<file path="config.mk">
export PLATFORM = sky130hd
export DESIGN_NAME = tpwm_timer
export DESIGN_NICKNAME = d
export VERILOG_FILES = /design/src/hw/tpwm_pkg.sv /design/src/hw/tpwm_timer.sv
export VERILOG_INCLUDE_DIRS = /design/src /design/src/hw
export SDC_FILE = /design/constraint.sdc
export NUM_CORES = 1
export LEC_CHECK = 0
export ABC_AREA = 1
export ABC_CLOCK_PERIOD_IN_PS = 2029
export BUFFER_PORTS_ARGS = -buffer_cell sky130_fd_sc_hd__buf_2
export CAP_MARGIN = 30
export CORE_AREA = 2 2 117 165
export DETAILED_ROUTE_END_ITERATION = 16
export DIE_AREA = 0 0 119 167
export PLACE_DENSITY_LB_ADDON = 0.25
export SLEW_MARGIN = 20
export SYNTH_ARGS = -nofsm -noshare
export SYNTH_HDL_FRONTEND = slang
export SYNTH_SLANG_ARGS = --single-unit
</file>
<file path="constraint.sdc">
create_clock -name sys_clk -period 2.03 [get_ports sys_clk]
set_input_delay 0.406 -clock sys_clk [delete_from_list [all_inputs] [get_ports sys_clk]]
set_output_delay 0.406 -clock sys_clk [all_outputs]
set_load 0.1 [all_outputs]
</file>
<file path="src/hw/tpwm_cfg.svh">
// constants for the three-phase pwm timer compare block
`ifndef TPWM_CFG_SVH
`define TPWM_CFG_SVH
`define TPWM_CNT_W 16
`define TPWM_NCH 3
`define TPWM_ADDR_W 4
// register offsets (word index on the plain port)
`define TPWM_OFF_CTRL 4'h0
`define TPWM_OFF_STAT 4'h1
`define TPWM_OFF_PERIOD 4'h2
`define TPWM_OFF_CMP0 4'h3
`define TPWM_OFF_CMP1 4'h4
`define TPWM_OFF_CMP2 4'h5
`define TPWM_OFF_MODE 4'h6
`define TPWM_OFF_STCMD 4'h7
`define TPWM_OFF_COUNT 4'h8
// ctrl fields
`define TPWM_CTRL_ALIGN 0
`define TPWM_CTRL_SSHOT 1
`define TPWM_CTRL_RUN_SET 2
`define TPWM_CTRL_RUN_CLR 3
`define TPWM_CTRL_XFER 4
// status fields
`define TPWM_STAT_RUN 0
`define TPWM_STAT_DIR 1
`define TPWM_STAT_ST 4
// state command fields: set bits 0..2, clear bits 4..6
`define TPWM_STCMD_SET 0
`define TPWM_STCMD_CLR 4
// channel mode encodings (4 bits per channel)
`define TPWM_MODE_NORMAL 4'h1
`define TPWM_MODE_HYST 4'h9
`define TPWM_CNT_ZERO 16'h0000
`define TPWM_CNT_ONE 16'h0001
`endif

</file>
<file path="src/hw/tpwm_pkg.sv">
// types for the three-phase pwm timer compare block
package tpwm_pkg;
  typedef struct packed {
    logic align_select;
    logic single_shot_ctl;
  } tpwm_ctrl_type;
  typedef struct packed {
    logic [2:0] cmp_rise_evt;
    logic [2:0] cmp_fall_evt;
  } tpwm_evt_type;
endpackage

</file>
<file path="src/hw/tpwm_timer.sv">
// three-phase pwm timer with compare channels and state bits
//
// Function
// - edge-aligned mode counts only up, direction flag held at zero.
// - edge-aligned: tick after period match clears counter to zero.
// - edge-aligned period lasts period value plus one ticks.
// - center-aligned: period match counting up sets direction down next tick.
// - center-aligned: one match counting down sets direction up next tick.
// - center-aligned period lasts twice period value plus two ticks.
// - counter counts by direction flag; flag lags match by one tick.
// - single-shot control makes hardware clear run flag at period end.
// - edge-aligned single shot stops when counter wraps to zero.
// - center-aligned single shot stops on reaching zero counting down.
// - each channel compares counter against its active compare value.
// - software writes shadow compare; shadow transfer copies to active.
// - software set and clear commands override compare rules on each channel state bit.
// - normal mode ignores the hysteresis input.
// - match counting up gives rise event, counting down fall event.
// - compare-driven state changes only while the run flag is set.
// - state set after up match, or zero match with compare match.
// - state cleared after down match, or zero match without match.
// - compare value zero keeps state at one, full duty.
// - compare value period plus one never sets state, zero duty.
// - hysteresis mode holds state at zero while its input is low.
// - hysteresis inputs sampled on module clock, not the timer tick.
// - zero match and one match signals derived from counter.
// - period reads show active value; writes go to shadow period.
`timescale 1ns/1ps
`include "tpwm_cfg.svh"

module tpwm_timer
  import tpwm_pkg::*;
#(
  parameter int CNT_W = `TPWM_CNT_W,
  parameter int NCH = `TPWM_NCH
) (
  input wire logic sys_clk,
  input wire logic nrst,
  input wire logic timer_tick,
  input wire logic [NCH-1:0] hyst_input,
  input wire logic [`TPWM_ADDR_W-1:0] reg_addr,
  input wire logic [15:0] reg_wdata,
  input wire logic reg_wr,
  input wire logic reg_rd,
  output logic [15:0] reg_rdata,
  output logic [NCH-1:0] channel_state,
  output tpwm_evt_type cmp_evt,
  output logic period_match,
  output logic zero_match,
  output logic one_match,
  output logic run_flag
);

  // ----------------------------------------------------------------
  // register decode
  // ----------------------------------------------------------------
  wire wr_ctrl = reg_wr && reg_addr == `TPWM_OFF_CTRL;
  wire wr_period = reg_wr && reg_addr == `TPWM_OFF_PERIOD;
  wire wr_mode = reg_wr && reg_addr == `TPWM_OFF_MODE;
  wire wr_stcmd = reg_wr && reg_addr == `TPWM_OFF_STCMD;
  wire wr_count = reg_wr && reg_addr == `TPWM_OFF_COUNT;
  // command strobes act in the write cycle only and are not stored
  wire run_set = wr_ctrl && reg_wdata[`TPWM_CTRL_RUN_SET];
  wire run_clr = wr_ctrl && reg_wdata[`TPWM_CTRL_RUN_CLR];
  wire shadow_xfer = wr_ctrl && reg_wdata[`TPWM_CTRL_XFER];

  tpwm_ctrl_type ctrl_r;
  logic run_r, run_nxt;
  logic count_dir_flag_r, dir_nxt;
  logic [CNT_W-1:0] pwm_counter_r, cnt_nxt;
  logic [CNT_W-1:0] period_reg_r, period_shadow_r;
  logic [CNT_W-1:0] compare_value_r [NCH];
  logic [CNT_W-1:0] compare_shadow_r [NCH];
  logic [4*NCH-1:0] channel_mode_sel_r;
  logic [NCH-1:0] state_r;
  logic [NCH-1:0] hyst_s_r;
  logic [NCH-1:0] compare_match;
  logic [NCH-1:0] rise_r, fall_r;

  // ----------------------------------------------------------------
  // counter and direction
  // ----------------------------------------------------------------
  // match decode
  assign zero_match = pwm_counter_r == `TPWM_CNT_ZERO;
  assign one_match = pwm_counter_r == `TPWM_CNT_ONE;
  assign period_match = pwm_counter_r == period_reg_r;
  assign run_flag = run_r;

  // ----------------------------------------------------------------
  // run control
  // ----------------------------------------------------------------
  wire counting_down = count_dir_flag_r;
  wire step = run_r && timer_tick;
  // center single shot ends as the count goes from one to zero
  wire ca_end = ctrl_r.align_select && counting_down && one_match;
  // edge single shot ends on wrap
  wire ea_end = !ctrl_r.align_select && period_match;
  // single shot stop, on the tick that leaves the final count for zero
  wire sshot_stop = step && ctrl_r.single_shot_ctl && (ea_end || ca_end);

  // ----------------------------------------------------------------
  // next count and direction
  // ----------------------------------------------------------------
  wire [CNT_W-1:0] cnt_up = pwm_counter_r + 1'b1;
  wire [CNT_W-1:0] cnt_down = pwm_counter_r - 1'b1;
  wire [CNT_W-1:0] cnt_edge = period_match ? '0 : cnt_up;
  // count by current flag, so turns lag the match by a tick
  wire [CNT_W-1:0] cnt_center = counting_down ? cnt_down : cnt_up;
  wire turn_down = !counting_down && period_match;
  wire turn_up = counting_down && one_match;
  // count writes only land while stopped, else the period would tear
  wire load_count = wr_count && !run_r;

  always_comb begin
    cnt_nxt = pwm_counter_r;
    dir_nxt = count_dir_flag_r;
    if (!ctrl_r.align_select) begin
      dir_nxt = 1'b0;
      if (step) begin
        cnt_nxt = cnt_edge;
      end
    end else if (step) begin
      cnt_nxt = cnt_center;
      if (turn_down) begin
        dir_nxt = 1'b1;
      end
      if (turn_up) begin
        dir_nxt = 1'b0;
      end
    end
    if (load_count) begin
      cnt_nxt = reg_wdata[CNT_W-1:0];
    end
  end

  // run set by software; hardware stop wins over a coincident set
  assign run_nxt = sshot_stop || run_clr ? 1'b0 : (run_set ? 1'b1 : run_r);

  // ----------------------------------------------------------------
  // counter, direction and run registers
  // ----------------------------------------------------------------
  // reset state
  always_ff @(posedge sys_clk or negedge nrst) begin
    if (!nrst) begin
      pwm_counter_r <= '0;
    end else begin
      pwm_counter_r <= cnt_nxt;
    end
  end

  always_ff @(posedge sys_clk or negedge nrst) begin
    if (!nrst) begin
      count_dir_flag_r <= 1'b0;
    end else begin
      count_dir_flag_r <= dir_nxt;
    end
  end

  always_ff @(posedge sys_clk or negedge nrst) begin
    if (!nrst) begin
      run_r <= 1'b0;
    end else begin
      run_r <= run_nxt;
    end
  end

  // ----------------------------------------------------------------
  // control, period and mode registers
  // ----------------------------------------------------------------
  // only the two mode bits persist; every ctrl write rewrites them
  always_ff @(posedge sys_clk or negedge nrst) begin
    if (!nrst) begin
      ctrl_r <= '0;
    end else begin
      if (wr_ctrl) begin
        ctrl_r.align_select <= reg_wdata[`TPWM_CTRL_ALIGN];
        ctrl_r.single_shot_ctl <= reg_wdata[`TPWM_CTRL_SSHOT];
      end
    end
  end

  always_ff @(posedge sys_clk or negedge nrst) begin
    if (!nrst) begin
      period_shadow_r <= '0;
    end else begin
      if (wr_period) begin
        period_shadow_r <= reg_wdata[CNT_W-1:0];
      end
    end
  end

  // a same-cycle write joins the transfer so no stale value is used
  always_ff @(posedge sys_clk or negedge nrst) begin
    if (!nrst) begin
      period_reg_r <= '0;
    end else begin
      if (shadow_xfer) begin
        period_reg_r <= wr_period ? reg_wdata[CNT_W-1:0] : period_shadow_r;
      end
    end
  end

  // mode codes other than hysteresis act as normal compare
  always_ff @(posedge sys_clk or negedge nrst) begin
    if (!nrst) begin
      channel_mode_sel_r <= '0;
    end else begin
      if (wr_mode) begin
        channel_mode_sel_r <= reg_wdata[4*NCH-1:0];
      end
    end
  end

  // ----------------------------------------------------------------
  // hysteresis input sampling
  // ----------------------------------------------------------------
  // sampled every module clock
  // the extra flop delays the gate by one clock, never by a tick
  always_ff @(posedge sys_clk or negedge nrst) begin
    if (!nrst) begin
      hyst_s_r <= '0;
    end else begin
      hyst_s_r <= hyst_input;
    end
  end

  // ----------------------------------------------------------------
  // compare channels
  // ----------------------------------------------------------------
  genvar ch;
  generate
    for (ch = 0; ch < NCH; ch++) begin : g_ch
      // each channel owns one nibble of the mode register
      wire [3:0] mode = channel_mode_sel_r[4*ch +: 4];
      wire hyst_mode = mode == `TPWM_MODE_HYST;
      wire wr_cmp = reg_wr && reg_addr == `TPWM_ADDR_W'(`TPWM_OFF_CMP0 + ch);
      wire cmd_set = wr_stcmd && reg_wdata[`TPWM_STCMD_SET + ch];
      wire cmd_clr = wr_stcmd && reg_wdata[`TPWM_STCMD_CLR + ch];

      assign compare_match[ch] = pwm_counter_r == compare_value_r[ch];
      // set on up match, incl zero with match
      wire up_hit = !counting_down && compare_match[ch];
      wire down_hit = counting_down && compare_match[ch];
      // zero pass with no match starts the low part of the period
      wire zero_miss = !counting_down && zero_match && !compare_match[ch];
      wire rule_set = step && up_hit;
      // clear on down match or zero without match
      wire rule_clr = step && (down_hit || zero_miss);
      // a low sampled input overrides even a software set command
      wire hyst_block = hyst_mode && !hyst_s_r[ch];

      logic st_nxt;
      always_comb begin
        st_nxt = state_r[ch];
        if (rule_set) begin
          st_nxt = 1'b1;
        end else if (rule_clr) begin
          st_nxt = 1'b0;
        end
        if (cmd_set) begin
          st_nxt = 1'b1;
        end else if (cmd_clr) begin
          st_nxt = 1'b0;
        end
        // hysteresis gate only in its mode
        if (hyst_block) begin
          st_nxt = 1'b0;
        end
      end
      always_ff @(posedge sys_clk or negedge nrst) begin
        if (!nrst) begin
          state_r[ch] <= 1'b0;
        end else begin
          state_r[ch] <= st_nxt;
        end
      end

      always_ff @(posedge sys_clk or negedge nrst) begin
        if (!nrst) begin
          compare_shadow_r[ch] <= '0;
        end else begin
          if (wr_cmp) begin
            compare_shadow_r[ch] <= reg_wdata[CNT_W-1:0];
          end
        end
      end

      always_ff @(posedge sys_clk or negedge nrst) begin
        if (!nrst) begin
          compare_value_r[ch] <= '0;
        end else begin
          if (shadow_xfer) begin
            compare_value_r[ch] <= wr_cmp ? reg_wdata[CNT_W-1:0]
                                          : compare_shadow_r[ch];
          end
        end
      end

      always_ff @(posedge sys_clk or negedge nrst) begin
        if (!nrst) begin
          rise_r[ch] <= 1'b0;
        end else begin
          rise_r[ch] <= step && up_hit;
        end
      end

      always_ff @(posedge sys_clk or negedge nrst) begin
        if (!nrst) begin
          fall_r[ch] <= 1'b0;
        end else begin
          fall_r[ch] <= step && down_hit;
        end
      end
    end
  endgenerate

  // ----------------------------------------------------------------
  // status outputs
  // ----------------------------------------------------------------
  assign channel_state = state_r;
  assign cmp_evt.cmp_rise_evt = rise_r;
  assign cmp_evt.cmp_fall_evt = fall_r;

  // ----------------------------------------------------------------
  // read back
  // ----------------------------------------------------------------
  // command bits read as zero: they act once and are not stored
  wire [15:0] ctrl_word = {14'h0000, ctrl_r.single_shot_ctl,
                           ctrl_r.align_select};
  wire [15:0] stat_word = {9'h000, state_r, 2'h0, count_dir_flag_r, run_r};
  wire [15:0] mode_word = {4'h0, channel_mode_sel_r};
  wire [15:0] period_word = 16'(period_reg_r);

  logic [15:0] rd_mux;
  always_comb begin
    rd_mux = 16'h0000;
    unique case (reg_addr)
      `TPWM_OFF_CTRL: rd_mux = ctrl_word;
      `TPWM_OFF_STAT: rd_mux = stat_word;
      `TPWM_OFF_PERIOD: rd_mux = period_word;
      `TPWM_OFF_CMP0: rd_mux = compare_shadow_r[0];
      `TPWM_OFF_CMP1: rd_mux = compare_shadow_r[1];
      `TPWM_OFF_CMP2: rd_mux = compare_shadow_r[2];
      `TPWM_OFF_MODE: rd_mux = mode_word;
      `TPWM_OFF_COUNT: rd_mux = pwm_counter_r;
      // unmapped indices read zero
      default: rd_mux = 16'h0000;
    endcase
  end

  // data stand one cycle only; idle cycles read zero
  wire [15:0] rd_next = reg_rd ? rd_mux : 16'h0000;

  always_ff @(posedge sys_clk or negedge nrst) begin
    if (!nrst) begin
      reg_rdata <= 16'h0000;
    end else begin
      reg_rdata <= rd_next;
    end
  end

endmodule

</file>
==> report_table.html <==
<table>
<tr><th>Metric</th><th>Value</th></tr>
<tr><th colspan="2">Critical path</th></tr>
<tr><td>Cell depth of the worst flop-to-flop path</td><td>13</td></tr>
<tr><td>Worst flop-to-flop path endpoint</td><td>channel_state[2]$_DFFE_PN0P_</td></tr>
<tr><td>Maximum cell stage delay along the critical path</td><td>0.43 ns</td></tr>
<tr><td>Slowest CP cell</td><td>dfrtp_1</td></tr>
<tr><td>Most numerous cell on the critical path</td><td>buf_4</td></tr>
<tr><td>Maximum fanout along the worst path</td><td>3</td></tr>
<tr><td>Slack of the worst reg-to-reg path</td><td>0.09 ns</td></tr>
<tr><td>Setup crit end kind</td><td>primary output</td></tr>
<tr><td>Worst endpoint data arrival time</td><td>between 1.5 and 2 ns</td></tr>
<tr><td>Startpoint of the lowest-slack register-to-register path</td><td>pwm_counter_r[14]$_DFFE_PN0P_</td></tr>
<tr><td>WP data required</td><td>1.62 ns</td></tr>
<tr><td>Ordered cell list for the critical path</td><td>buf_4, xnor2_2, nand4_1, nor2_1, buf_4, nand2_1, inv_2, buf_12</td></tr>
<tr><td>Startpoint Class</td><td>register</td></tr>
<tr><td>Class of the most critical setup path</td><td>register to primary output</td></tr>
<tr><th colspan="2">Power</th></tr>
<tr><td>Switching pwr</td><td>between 5000 and 6000 µW</td></tr>
<tr><td>Comb power frac</td><td>35.9%</td></tr>
<tr><td>Leakage power summed over all cells</td><td>0.00572 µW</td></tr>
<tr><td>Maximum VDD drop</td><td>between 600 and 700 µV</td></tr>
<tr><td>Power density over cell area</td><td>1180 mW/mm²</td></tr>
<tr><td>Clk pwr share</td><td>25.5%</td></tr>
<tr><td>Part of the total power dissipated in sequential elements</td><td>38.6%</td></tr>
<tr><td>Fraction of power spent switching nets</td><td>between 30% and 40%</td></tr>
<tr><td>Internal Dissipation</td><td>8270 µW</td></tr>
<tr><td>Design Power</td><td>13,600 µW</td></tr>
<tr><th colspan="2">Routing</th></tr>
<tr><td>Via-per-instance ratio</td><td>5.50</td></tr>
<tr><td>Number of iterations in the first detailed-routing pass</td><td>6</td></tr>
<tr><td>Starting DRC count in detailed routing</td><td>1,056</td></tr>
<tr><td>DRC errors left</td><td>0</td></tr>
<tr><td>Total vias in the final route</td><td>just under 9,000</td></tr>
<tr><td>Met3 Routed Length</td><td>2080 µm</td></tr>
<tr><td>Antenna violation net count after detailed routing</td><td>0</td></tr>
<tr><td>Metal-1 WL</td><td>12,500 µm</td></tr>
<tr><td>Wire length on met2</td><td>14,000 µm</td></tr>
<tr><td>Uppermost signal routing layer after detailed routing</td><td>met4</td></tr>
<tr><td>WL per Instance</td><td>about 18 µm</td></tr>
<tr><td>Aggregate routed wire length</td><td>29,900 µm</td></tr>
<tr><th colspan="2">Floorplanning</th></tr>
<tr><td>Die H</td><td>between 150 and 200 µm</td></tr>
<tr><td>IO Pins</td><td>57</td></tr>
<tr><td>Number of placement rows</td><td>just under 60</td></tr>
<tr><td>Floorplan die width</td><td>119 µm</td></tr>
<tr><td>Std-Cell Core Area</td><td>0.0184 mm²</td></tr>
<tr><td>Die footprint</td><td>0.0199 mm²</td></tr>
<tr><td>Effective utilization at floorplan</td><td>52.4%</td></tr>
<tr><th colspan="2">STA</th></tr>
<tr><td>Worst Skew</td><td>between 0.01 and 0.015 ns</td></tr>
<tr><td>Time the final worst path needs with I/O delays and setup</td><td>2.31 ns</td></tr>
<tr><td>Final setup TNS</td><td>-0.692 ns</td></tr>
<tr><td>Period utilisation layout</td><td>114%</td></tr>
<tr><td>Fin. Hold Viols</td><td>0</td></tr>
<tr><td>Final Max Tran Viols</td><td>0</td></tr>
<tr><td>Endpoints failing setup</td><td>3</td></tr>
<tr><td>Smallest hold slack</td><td>0.0614 ns</td></tr>
<tr><td>Maximum frequency from static timing analysis</td><td>approximately 430 MHz</td></tr>
<tr><td>Setup repair after global routing missed its margin</td><td>true</td></tr>
<tr><td>Post-layout worst setup margin</td><td>-0.279 ns</td></tr>
<tr><td>Worst-Margin Slew</td><td>0.649 ns</td></tr>
<tr><td>Tightest slew margin relative to the limit</td><td>56.7%</td></tr>
<tr><th colspan="2">Logic synthesis</th></tr>
<tr><td>Post-synth EDFFs</td><td>0</td></tr>
<tr><td>Mean instance size in the synthesized netlist</td><td>7.75 µm²</td></tr>
<tr><td>Warnings from Yosys</td><td>0</td></tr>
<tr><td>Cell type contributing the most total cell area after synthesis</td><td>dfrtp_1</td></tr>
<tr><td>Leading cell types by total area after synthesis</td><td>dfrtp_1 (49%), nand2_1 (16%), inv_1 (5.2%), o21ai_1 (5.1%), nor2_1 (3.0%)</td></tr>
<tr><td>Share of the synthesized area in the top cell type</td><td>between 40% and 50%</td></tr>
<tr><td>Post-synthesis async set-or-reset flop share</td><td>100%</td></tr>
<tr><td>Netlist cell types</td><td>43</td></tr>
<tr><td>Most instantiated flip-flop cell in the synthesis netlist</td><td>dfrtp_1</td></tr>
<tr><td>Number of synthesized register bits</td><td>~190</td></tr>
<tr><td>Syn Nets</td><td>1,274</td></tr>
<tr><td>Synthesized netlist cell count</td><td>1,243</td></tr>
<tr><td>Post-synthesis instance area</td><td>0.00963 mm²</td></tr>
<tr><td>Sequential element share of the synthesized area</td><td>48.9%</td></tr>
<tr><th colspan="2">Clock network</th></tr>
<tr><td>Number of buffers on the longest clock path</td><td>2</td></tr>
<tr><td>Later-pin clock latency in the skew report</td><td>between 0.4 and 0.5 ns</td></tr>
<tr><td>H-tree level count</td><td>4</td></tr>
<tr><td>Num Clock Sinks</td><td>188</td></tr>
<tr><td>CTS root buf</td><td>clkbuf_16</td></tr>
<tr><td>Clock edge transition at the registers on the reported setup and hold paths</td><td>0.08 ns</td></tr>
<tr><td>TritonCTS clock tree</td><td>yes</td></tr>
<tr><td>Number of buffers inserted during clock tree synthesis</td><td>17</td></tr>
<tr><th colspan="2">Global routing</th></tr>
<tr><td>Maximum number of pins on one net before global-route repair</td><td>50</td></tr>
<tr><td>Via count of the first global-routing pass</td><td>8,743</td></tr>
<tr><td>Aggregate global-route resource usage</td><td>31.6%</td></tr>
<tr><td>Remaining global-route overflow</td><td>0</td></tr>
<tr><td>Wire length of the first global-routing pass</td><td>48,000 µm</td></tr>
<tr><td>Antenna violations before repair</td><td>0</td></tr>
<tr><th colspan="2">Layout</th></tr>
<tr><td>Share of final-layout standard cells stronger than drive strength 1</td><td>20.1%</td></tr>
<tr><td>Post-route non-filler standard cell count</td><td>about 1,600</td></tr>
<tr><td>Cell area after layout</td><td>0.0116 mm²</td></tr>
<tr><td>Post-layout net count</td><td>roughly 1,400</td></tr>
<tr><td>Area added between synthesis and finish</td><td>20.1%</td></tr>
<tr><td>Ant diodes</td><td>0</td></tr>
<tr><th colspan="2">Worst hold path</th></tr>
<tr><td>Cell depth of the worst min-delay path</td><td>1</td></tr>
<tr><td>Hold Crit Endpoint</td><td>hyst_s_r[1]$_DFF_PN0_</td></tr>
<tr><td>Worst Min Path Start</td><td>hyst_input[1]</td></tr>
<tr><td>Class of the tightest hold or removal check</td><td>input port to register</td></tr>
<tr><th colspan="2">Outcome</th></tr>
<tr><td>Outcome</td><td>finished, violations left</td></tr>
<tr><td>Violations in the final reports</td><td>negative setup slack</td></tr>
<tr><th colspan="2">Place</th></tr>
<tr><td>Detailed placement HPWL</td><td>21,800 µm</td></tr>
<tr><td>Post-detailed-placement cell area</td><td>0.0107 mm²</td></tr>
<tr><td>Buffers added on ports</td><td>56</td></tr>
<tr><td>Weighted congestion reported at the end of routability-driven placement</td><td>~0.96</td></tr>
<tr><td>Total placed cells including tap cells</td><td>~1,600</td></tr>
<tr><th colspan="2">Flow run</th></tr>
<tr><td>Maxcap violations</td><td>0</td></tr>
</table>
[power by group through the flow]
stage	Combinational, µW	Clock [µW]	Sequential (µW)
final	4880	3470	5250
after global routing	5380	3660	5340
after CTS	4670	3500	5220
after detailed placement	4280	0	5300
after global placement	4230	0	5290
after floorplan	2870	0	5300
[what timing repair did]
item / in CTS / in global routing
hold endpoints to repair: 28 / 0
gates resized for setup: 27 / 16
buffers inserted: 16 / 9
hold buffers: 1 / 0
endpoints found under the setup margin: 3 / 6
pin swaps: 6 / 5
[sequential cells by signal, summed over array words and instances, names as in the netlist]
name and count:
channel_mode_sel_r 12, reg_rdata 16, pwm_counter_r 16, ctrl_r 2, cmp_evt 6, compare_shadow_r 48, hyst_s_r 3, compare_value_r 48
count_dir_flag_r 1, period_reg_r 16, channel_state 3, run_flag 1, period_shadow_r 16
[synthesized netlist by cell type, drive strengths merged (6+ instances only)]
cell type and count:
buf 43, clkbuf 8, xor2 12, nor3 15, nand3 33, o22ai 33, a21oi 21, nand2 421
xnor2 12, a31oi 6, o21bai 9, nand4 11, dfrtp 188, nor2 92, o21ai 162, inv 151
[cell usage in the layout, fill, tap and decap left out, types with 11 or more instances in the layout]
cell type,count
o21ai_1,97
inv_2,16
buf_12,12
clkbuf_16,17
nand2_1,410
nor3_1,13
nor2_2,16
o21ai_2,12
xor2_1,12
buf_4,88
dfrtp_1,177
o21ai_0,53
a21oi_1,21
buf_2,52
nand3_1,28
nand4_1,11
xnor2_1,11
nor2_1,66
inv_1,129
dfrtp_2,11
o22ai_1,33
[final cells by class]
class / count / area, µm²
Clock buffer: 18 / 429
Inverter: 153 / 591
Tap cell: 244 / 305
Sequential cell: 188 / 4720
Multi-Input combinational cell: 851 / 4150
Timing Repair Buffer: 155 / 1200
Clock inverter: 14 / 175
Fill cell: 1587 / 6820
[per-layer routing]
layer,GRT usage (%),up-vias
met2,50.1,399
met4,15.2,0
met3,5.58,93
li1,-,4210
met5,0,-
met1,41.8,4226
[worst max-delay path by stage]
stage / slack, ns / startpoint / end
after floorplan: -0.14 / pwm_counter_r[11]$_DFFE_PN0P_ / zero_match
after detailed placement: 0.07 / reg_addr[3] / compare_value_r[4]$_DFFE_PN0P_
after global routing: -0.34 / pwm_counter_r[9]$_DFFE_PN0P_ / period_match
after global placement: 0.08 / reg_addr[2] / reg_rdata[1]$_DFF_PN0_
after CTS: -0.24 / pwm_counter_r[9]$_DFFE_PN0P_ / zero_match
final: -0.28 / pwm_counter_r[9]$_DFFE_PN0P_ / period_match
[worst max-delay path: cells and delay by family, from the launching register on]
family | cells | cell delay (ns)
DFF | 1 | 0.43
xor gates and xnor gates | 1 | 0.13
and+or+nand+nor | 3 | 0.30
buffers and inverters | 4 | 0.61
[per-stage QoR]
step | util (%) | worst slack (ns)
floorplan | - | -0.136
CTS | 62.4 | -0.240
global placement | 58.0 | 0.0819
finish | 62.9 | -0.279
detailed placement | 58.0 | 0.0727
global route | 62.9 | -0.339
[cells by family after synthesis]
logic type               share of synthesized area [%]
adder cells (fa/ha/maj)                          0.390
buffers and inverters                             9.26
AO/OA/AOI/OAI                                     14.4
multiplexers                                     0.104
XOR/XNOR                                          2.18
flip-flops                                        48.9
AND/OR/NAND/NOR                                   24.8
(Power assumes the default switching activity.)
